## config.mk

```make
export PLATFORM = sky130hd
export DESIGN_NAME = bsti_tap
export DESIGN_NICKNAME = d
export VERILOG_FILES = /design/src/bsti_sync.v /design/src/bsti_tap.v
export VERILOG_INCLUDE_DIRS = /design/src
export SDC_FILE = /design/constraint.sdc
export NUM_CORES = 1
export LEC_CHECK = 0
export ABC_CLOCK_PERIOD_IN_PS = 1650
export BUFFER_PORTS_ARGS = -buffer_cell sky130_fd_sc_hd__buf_2
export CORE_MARGIN = 2
export CORE_UTILIZATION = 53
export DETAILED_ROUTE_END_ITERATION = 8
export GPL_ROUTABILITY_DRIVEN = 0
export PLACE_DENSITY = 0.75
export SLEW_MARGIN = 30
export SYNTH_ARGS = -nofsm -noshare
export SYNTH_HDL_FRONTEND = slang
export SYNTH_SLANG_ARGS = --single-unit
export TNS_END_PERCENT = 20
```

## constraint.sdc

```tcl
create_clock -name i_clk_sys -period 1.65 [get_ports i_clk_sys]
set_input_delay 0.165 -clock i_clk_sys [delete_from_list [all_inputs] [get_ports i_clk_sys]]
set_output_delay 0.165 -clock i_clk_sys [all_outputs]
set_load 0.05 [all_outputs]
```

## src/bsti_consts.vh

```
// constants for the boundary-scan instruction and data register block
`ifndef BSTI_CONSTS_VH
`define BSTI_CONSTS_VH
`define BSTI_IR_W          6
`define BSTI_OP_EXTEST     6'h00
`define BSTI_OP_SAMPLE     6'h01
`define BSTI_OP_IDCODE     6'h02
`define BSTI_OP_HIGHZ      6'h03
`define BSTI_OP_CAPTURE    6'h2D
`define BSTI_OP_CLAMP      6'h3E
`define BSTI_OP_BYPASS     6'h3F
`define BSTI_ID_W          32
`define BSTI_ID_ONE_POS    0
`define BSTI_MAKER_LSB     1
`define BSTI_MAKER_W       11
`define BSTI_PART_LSB      12
`define BSTI_PART_W        16
`define BSTI_REV_LSB       28
`define BSTI_REV_W         4
`define BSTI_TAP_RESET     4'h0
`define BSTI_TAP_IDLE      4'h1
`define BSTI_TAP_SEL_DR    4'h2
`define BSTI_TAP_CAP_DR    4'h3
`define BSTI_TAP_SHIFT_DR  4'h4
`define BSTI_TAP_EXIT1_DR  4'h5
`define BSTI_TAP_PAUSE_DR  4'h6
`define BSTI_TAP_EXIT2_DR  4'h7
`define BSTI_TAP_UPD_DR    4'h8
`define BSTI_TAP_SEL_IR    4'h9
`define BSTI_TAP_CAP_IR    4'hA
`define BSTI_TAP_SHIFT_IR  4'hB
`define BSTI_TAP_EXIT1_IR  4'hC
`define BSTI_TAP_PAUSE_IR  4'hD
`define BSTI_TAP_EXIT2_IR  4'hE
`define BSTI_TAP_UPD_IR    4'hF
`endif

```

## src/bsti_sync.v

```verilog
// two-flop synchroniser bank for the test-port pins
`timescale 1ns/100ps
module bsti_sync #(
   parameter W = 4
) (
   // clock
   input  wire         i_clk_sys,
   input  wire         i_rst_b,
   input  wire         i_ce,
   // data
   input  wire [W-1:0] i_async,
   input  wire [W-1:0] i_rst_val,
   output reg  [W-1:0] o_sync
);
   reg [W-1:0] meta;
   always @(posedge i_clk_sys) begin
      if (!i_rst_b) begin
         meta   <= i_rst_val;
         o_sync <= i_rst_val;
      end else if (i_ce) begin
         meta   <= i_async;
         o_sync <= meta;
      end
   end
endmodule // bsti_sync

```

## src/bsti_tap.v

```verilog
// boundary-scan test port: controller, instruction register, id and bypass paths
`timescale 1ns/100ps
`include "bsti_consts.vh"
module bsti_tap #(
   parameter [`BSTI_MAKER_W-1:0] MAKER_CODE = 11'h5A5,   // arbitrary value
   parameter [`BSTI_PART_W-1:0]  PART_CODE  = 16'h1234,  // arbitrary value
   parameter [`BSTI_REV_W-1:0]   REV_CODE   = 4'h1       // arbitrary value
) (
   // system clock
   input  wire       i_clk_sys,
   input  wire       i_rst_b,
   input  wire       i_ce,
   // test port pins
   input  wire       i_tck,
   input  wire       i_tms,
   input  wire       i_tdi,
   input  wire       i_trst_b,
   output reg        o_tdo,
   output reg        o_tdo_oe,
   // status toward the core
   output reg        o_clamp,
   output reg        o_highz,
   output reg  [5:0] o_instr,
   output reg  [3:0] o_tap_state
);
   wire [3:0] pins_s;
   bsti_sync #(.W(4)) u_sync (
      .i_clk_sys (i_clk_sys),
      .i_rst_b   (i_rst_b),
      .i_ce      (i_ce),
      .i_async   ({i_trst_b, i_tdi, i_tms, i_tck}),
      .i_rst_val (4'hE), // pins start at idle levels, so no false edge after reset
      .o_sync    (pins_s)
   );
   wire tck_s   = pins_s[0];
   wire tms_s   = pins_s[1];
   wire tdi_s   = pins_s[2];
   wire trst_bs = pins_s[3];

   reg        tck_d;
   reg  [3:0] state;
   reg  [3:0] next_state;
   reg  [5:0] ir_shift;
   reg  [31:0] id_shift;
   reg        bypass_bit;
   wire       tck_rise = tck_s & ~tck_d;
   wire       tck_fall = ~tck_s & tck_d;

   wire [31:0] id_value;
   assign id_value[`BSTI_ID_ONE_POS] = 1'b1;
   assign id_value[`BSTI_MAKER_LSB +: `BSTI_MAKER_W] = MAKER_CODE;
   assign id_value[`BSTI_PART_LSB +: `BSTI_PART_W]   = PART_CODE;
   assign id_value[`BSTI_REV_LSB +: `BSTI_REV_W]     = REV_CODE;

   // unknown and reserved codes fall to bypass so the chain stays intact
   wire sel_id = (o_instr == `BSTI_OP_IDCODE);
   wire sel_bp = ~sel_id;

   always @* begin
      case (state)
         `BSTI_TAP_RESET:     next_state = tms_s ? `BSTI_TAP_RESET    : `BSTI_TAP_IDLE;
         `BSTI_TAP_IDLE:      next_state = tms_s ? `BSTI_TAP_SEL_DR   : `BSTI_TAP_IDLE;
         `BSTI_TAP_SEL_DR:    next_state = tms_s ? `BSTI_TAP_SEL_IR   : `BSTI_TAP_CAP_DR;
         `BSTI_TAP_CAP_DR:    next_state = tms_s ? `BSTI_TAP_EXIT1_DR : `BSTI_TAP_SHIFT_DR;
         `BSTI_TAP_SHIFT_DR:  next_state = tms_s ? `BSTI_TAP_EXIT1_DR : `BSTI_TAP_SHIFT_DR;
         `BSTI_TAP_EXIT1_DR:  next_state = tms_s ? `BSTI_TAP_UPD_DR   : `BSTI_TAP_PAUSE_DR;
         `BSTI_TAP_PAUSE_DR:  next_state = tms_s ? `BSTI_TAP_EXIT2_DR : `BSTI_TAP_PAUSE_DR;
         `BSTI_TAP_EXIT2_DR:  next_state = tms_s ? `BSTI_TAP_UPD_DR   : `BSTI_TAP_SHIFT_DR;
         `BSTI_TAP_UPD_DR:    next_state = tms_s ? `BSTI_TAP_SEL_DR   : `BSTI_TAP_IDLE;
         `BSTI_TAP_SEL_IR:    next_state = tms_s ? `BSTI_TAP_RESET    : `BSTI_TAP_CAP_IR;
         `BSTI_TAP_CAP_IR:    next_state = tms_s ? `BSTI_TAP_EXIT1_IR : `BSTI_TAP_SHIFT_IR;
         `BSTI_TAP_SHIFT_IR:  next_state = tms_s ? `BSTI_TAP_EXIT1_IR : `BSTI_TAP_SHIFT_IR;
         `BSTI_TAP_EXIT1_IR:  next_state = tms_s ? `BSTI_TAP_UPD_IR   : `BSTI_TAP_PAUSE_IR;
         `BSTI_TAP_PAUSE_IR:  next_state = tms_s ? `BSTI_TAP_EXIT2_IR : `BSTI_TAP_PAUSE_IR;
         `BSTI_TAP_EXIT2_IR:  next_state = tms_s ? `BSTI_TAP_UPD_IR   : `BSTI_TAP_SHIFT_IR;
         `BSTI_TAP_UPD_IR:    next_state = tms_s ? `BSTI_TAP_SEL_DR   : `BSTI_TAP_IDLE;
         default:             next_state = `BSTI_TAP_RESET;
      endcase
   end

   always @(posedge i_clk_sys) begin
      if (!i_rst_b) begin
         tck_d      <= 1'b0;
         state      <= `BSTI_TAP_RESET;
         o_instr    <= `BSTI_OP_IDCODE;
         ir_shift   <= 6'h00;
         id_shift   <= 32'h0000_0000;
         bypass_bit <= 1'b0;
         o_tdo      <= 1'b0;
         o_tdo_oe   <= 1'b0;
      end else if (i_ce) begin
         tck_d <= tck_s;
         if (!trst_bs) begin
            // test reset is asynchronous on the pin; here it acts within three system clocks
            state    <= `BSTI_TAP_RESET;
            o_instr  <= `BSTI_OP_IDCODE;
            o_tdo_oe <= 1'b0;
         end else if (tck_rise) begin
            state <= next_state;
            case (state)
               `BSTI_TAP_RESET:
                  o_instr <= `BSTI_OP_IDCODE;
               `BSTI_TAP_CAP_IR:
                  ir_shift <= `BSTI_OP_CAPTURE;
               `BSTI_TAP_SHIFT_IR:
                  ir_shift <= {tdi_s, ir_shift[5:1]};
               `BSTI_TAP_UPD_IR:
                  o_instr <= ir_shift;
               `BSTI_TAP_CAP_DR: begin
                  bypass_bit <= 1'b0;
                  id_shift   <= id_value;
               end
               `BSTI_TAP_SHIFT_DR: begin
                  bypass_bit <= tdi_s;
                  id_shift   <= {tdi_s, id_shift[31:1]};
               end
               default: begin
               end
            endcase
            // the instruction resets on entry, not a test clock later
            if (next_state == `BSTI_TAP_RESET)
               o_instr <= `BSTI_OP_IDCODE;
         end else if (tck_fall) begin
            // output changes on the falling edge so the tester samples a settled bit
            o_tdo_oe <= (state == `BSTI_TAP_SHIFT_DR) |
                        (state == `BSTI_TAP_SHIFT_IR);
            if (state == `BSTI_TAP_SHIFT_IR)
               o_tdo <= ir_shift[0];
            else if (sel_bp)
               o_tdo <= bypass_bit;
            else
               o_tdo <= id_shift[0];
         end
      end
   end

   always @(posedge i_clk_sys) begin
      if (!i_rst_b) begin
         o_clamp     <= 1'b0;
         o_highz     <= 1'b0;
         o_tap_state <= `BSTI_TAP_RESET;
      end else if (i_ce) begin
         o_clamp     <= (o_instr == `BSTI_OP_CLAMP);
         o_highz     <= (o_instr == `BSTI_OP_HIGHZ);
         o_tap_state <= state;
      end
   end
endmodule // bsti_tap

```

==> flow_metrics.tcl <==
set metrics [dict create \
    power_leakage_nw 1.26 \
    cp_slowest_cell "or3b_4" \
    hold_violations 0 \
    power_mw 3.21 \
    rows 25 \
    utilization_pct 65.7 \
    syn-num-nets 287 \
    grt_pass1_vias 1894 \
    vias_per_cell 5.75 \
    async_flop_share_pct 0 \
    slew_headroom_pct 66.9 \
    dpl-instance-area_um2 2910 \
    ys_seq_area_share_pct 48.7 \
    fill_cells 417 \
    fmaxAchievable_ghz 0.640 \
    final_cells 377 \
    drive_gt1_share_pct 25.5 \
    wl_per_cell_um 14.5 \
    rsz0062_at_grt "no" \
    hold_class "in -> reg" \
    yosysWarnings 0 \
    area_growth_pct 17.6 \
    worstSkewPairLatency_ns 0.34 \
    yosysUniqueCellTypes 47 \
    finalNetCount 312 \
    finalClockSkew_ns 0.0119 \
    cts_root_buf "clkbuf_8" \
    cp_data_arrival_time_ns 1.79 \
    clk_pin_slew_ns 0.07 \
    slew_viol_final 0 \
    cts_tree "yes" \
    core-area_um2 4790 \
    finalCritPeriodShare_pct 94.8 \
    netlist_instances 280 \
    critPathBufInv 1 \
    worstSetupEndpointType "flip-flop" \
    grt_usage_pct 21.1 \
    dp_cells 361 \
    num_vias 2169 \
    synth_flop_cell "dfxtp_1" \
    cp-start-kind "flip-flop" \
    clk_path_buf_depth 2 \
    synth_seq_cells 65 \
    syn_area_per_cell_um2 9.55 \
    grt_antenna_before_repair 0 \
    die_y_um 75.0 \
    dr.first_iter.drc_count 137 \
    synth_top_area_share_pct 48.7 \
    io_buffers 20 \
    peakVddDrop_mv 0.744 \
    cts_buffers 9 \
    die-area_um2 5630 \
    critPathMaxFanout 19 \
    cts.htree.levels 3 \
    synth_area_um2 2670 \
    place_hpwl_um 3570 \
    routed_wl_um 5460 \
    final_cell_mix "dfxtp_1 (63), nor2_1 (34), nand2_1 (23)" \
    antenna_left 0 \
    drc 0 \
    synth_edf_count 0 \
    n_antenna_cell 0 \
    status "finished clean" \
    setup_viol 0 \
    grt_max_degree 21 \
    dr.pass1.iters 5 \
    io_pins 21 \
    slowest_delay_ns 0.39 \
    fin_crit_ns 1.56 \
    cp_top_family "simple AND/OR/NAND/NOR gates" \
    cts_sinks 65 \
    worst_ep_required_time_ns 1.87 \
    drv_cap 0 \
    worstPathCellList "or3b_4, a211o_1, buf_12, a22oi_1, nor2_1" \
    chipWidth_um 75.0 \
    final_common_cell "dfxtp_1" \
    p_per_area_nw_per_um2 1020 \
    synth_largest_area_cell "dfxtp_1" \
    ys_top_cells_by_area "dfxtp_1 (49%), mux2i_1 (6.7%), o221a_2 (5.5%), a22oi_1 (5.3%), nor2_1 (4.8%)" \
    crit_type "reg -> reg" \
    worstMarginPinSlew_ns 0.496 \
    start_util_pct 55.9 \
    design_area_um2 3150 \
    grt_pass1_wl_um 8960 \
    grt_overflow 0 \
]
## final timing paths
path	from	to	slack, ns	cells past startpoint
hold reg to reg	o_highz	o_highz	0.47	2
setup / recovery	state[2]	id_shift[31]	0.09	5
setup reg to reg	state[2]	id_shift[31]	0.09	5
hold / removal	i_trst_b	u_sync.meta[3]	0.05	3
## flip-flops by register name (all words and copies together) (netlist names)
name / count
id_shift: 32
ir_shift: 6
o_clamp: 1
o_highz: 1
o_instr: 6
o_tap_state: 4
o_tdo: 1
o_tdo_oe: 1
state: 4
tck_d: 1
u_sync.meta: 4
u_sync.o_sync: 4
## worst min-delay path, stage by stage
cell	delay, ns
buf_2	0.07
mux2i_1	0.05
nand2_1	0.06
## metrics by stage
stage	hold slack [ns]	TNS [ns]	setup WS [ns]
3_5_place_dp	0.385	-0.0511	-0.0167
5_1_grt	0.0490	0	0.0297
6_report	0.0461	0	0.0865
2_1_floorplan	0.293	0	0.0197
4_1_cts	0.0297	0	0.0611
3_3_place_gp	0.378	0	0.0301
## final cells by class
type,count,area (um^2),area share [%]
flip-flops and latches,65,1310,41.5
multi-input cells,184,1230,39.2
repair buffers,40,275,8.75
clock buffers,10,138,4.38
clock inverters,6,90.1,2.86
well taps,67,83.8,2.67
inverters,5,18.8,0.597
## report_power, final
group          leakage [nW]  total (mW)  switching [mW]  internal [mW]
sequential            0.526        1.58         0.00839           1.58
combinational         0.622      0.0989          0.0612         0.0377
clock                 0.113        1.52           0.625          0.897
total                  1.26        3.21           0.694           2.51
## synth_stat cells (5+ instances only)
library cell / instances
mux2i_1: 18
clkbuf_1: 15
buf_2: 5
nand2_1: 23
o221a_2: 13
a21oi_1: 9
o21ai_0: 7
nor2_1: 34
dfxtp_1: 65
a22oi_1: 19
inv_1: 5
nor2b_1: 6
nand2b_1: 5
## repair_timing
| action | in CTS | in global routing |
|---|---|---|
| setup endpoints to repair | 16 | 3 |
| setup buffers | 0 | 0 |
| gates resized for setup | 1 | 3 |
| hold buffers | 0 | 0 |
## metal layers
layer  part of all wire (%)  track usage (%)  vias up
li1                       -                -     1080
met1                     50             28.5     1038
met2                     45             31.9       44
met3                    4.2             4.82        7
met4                    1.4             10.7        0
met5                      0                0        -
## kinds of logic (layout without fill, tap and decap cells)
| logic type | after synthesis | in the layout | synth area share, % |
|---|---|---|---|
| AO/OA/AOI/OAI | 75 | 75 | 22.2 |
| buffers and inverters | 31 | 61 | 5.43 |
| flip-flops | 65 | 65 | 48.7 |
| multiplexers | 18 | 18 | 6.74 |
| AND/OR/NAND/NOR | 91 | 91 | 16.9 |
(Power assumes the default switching activity.)
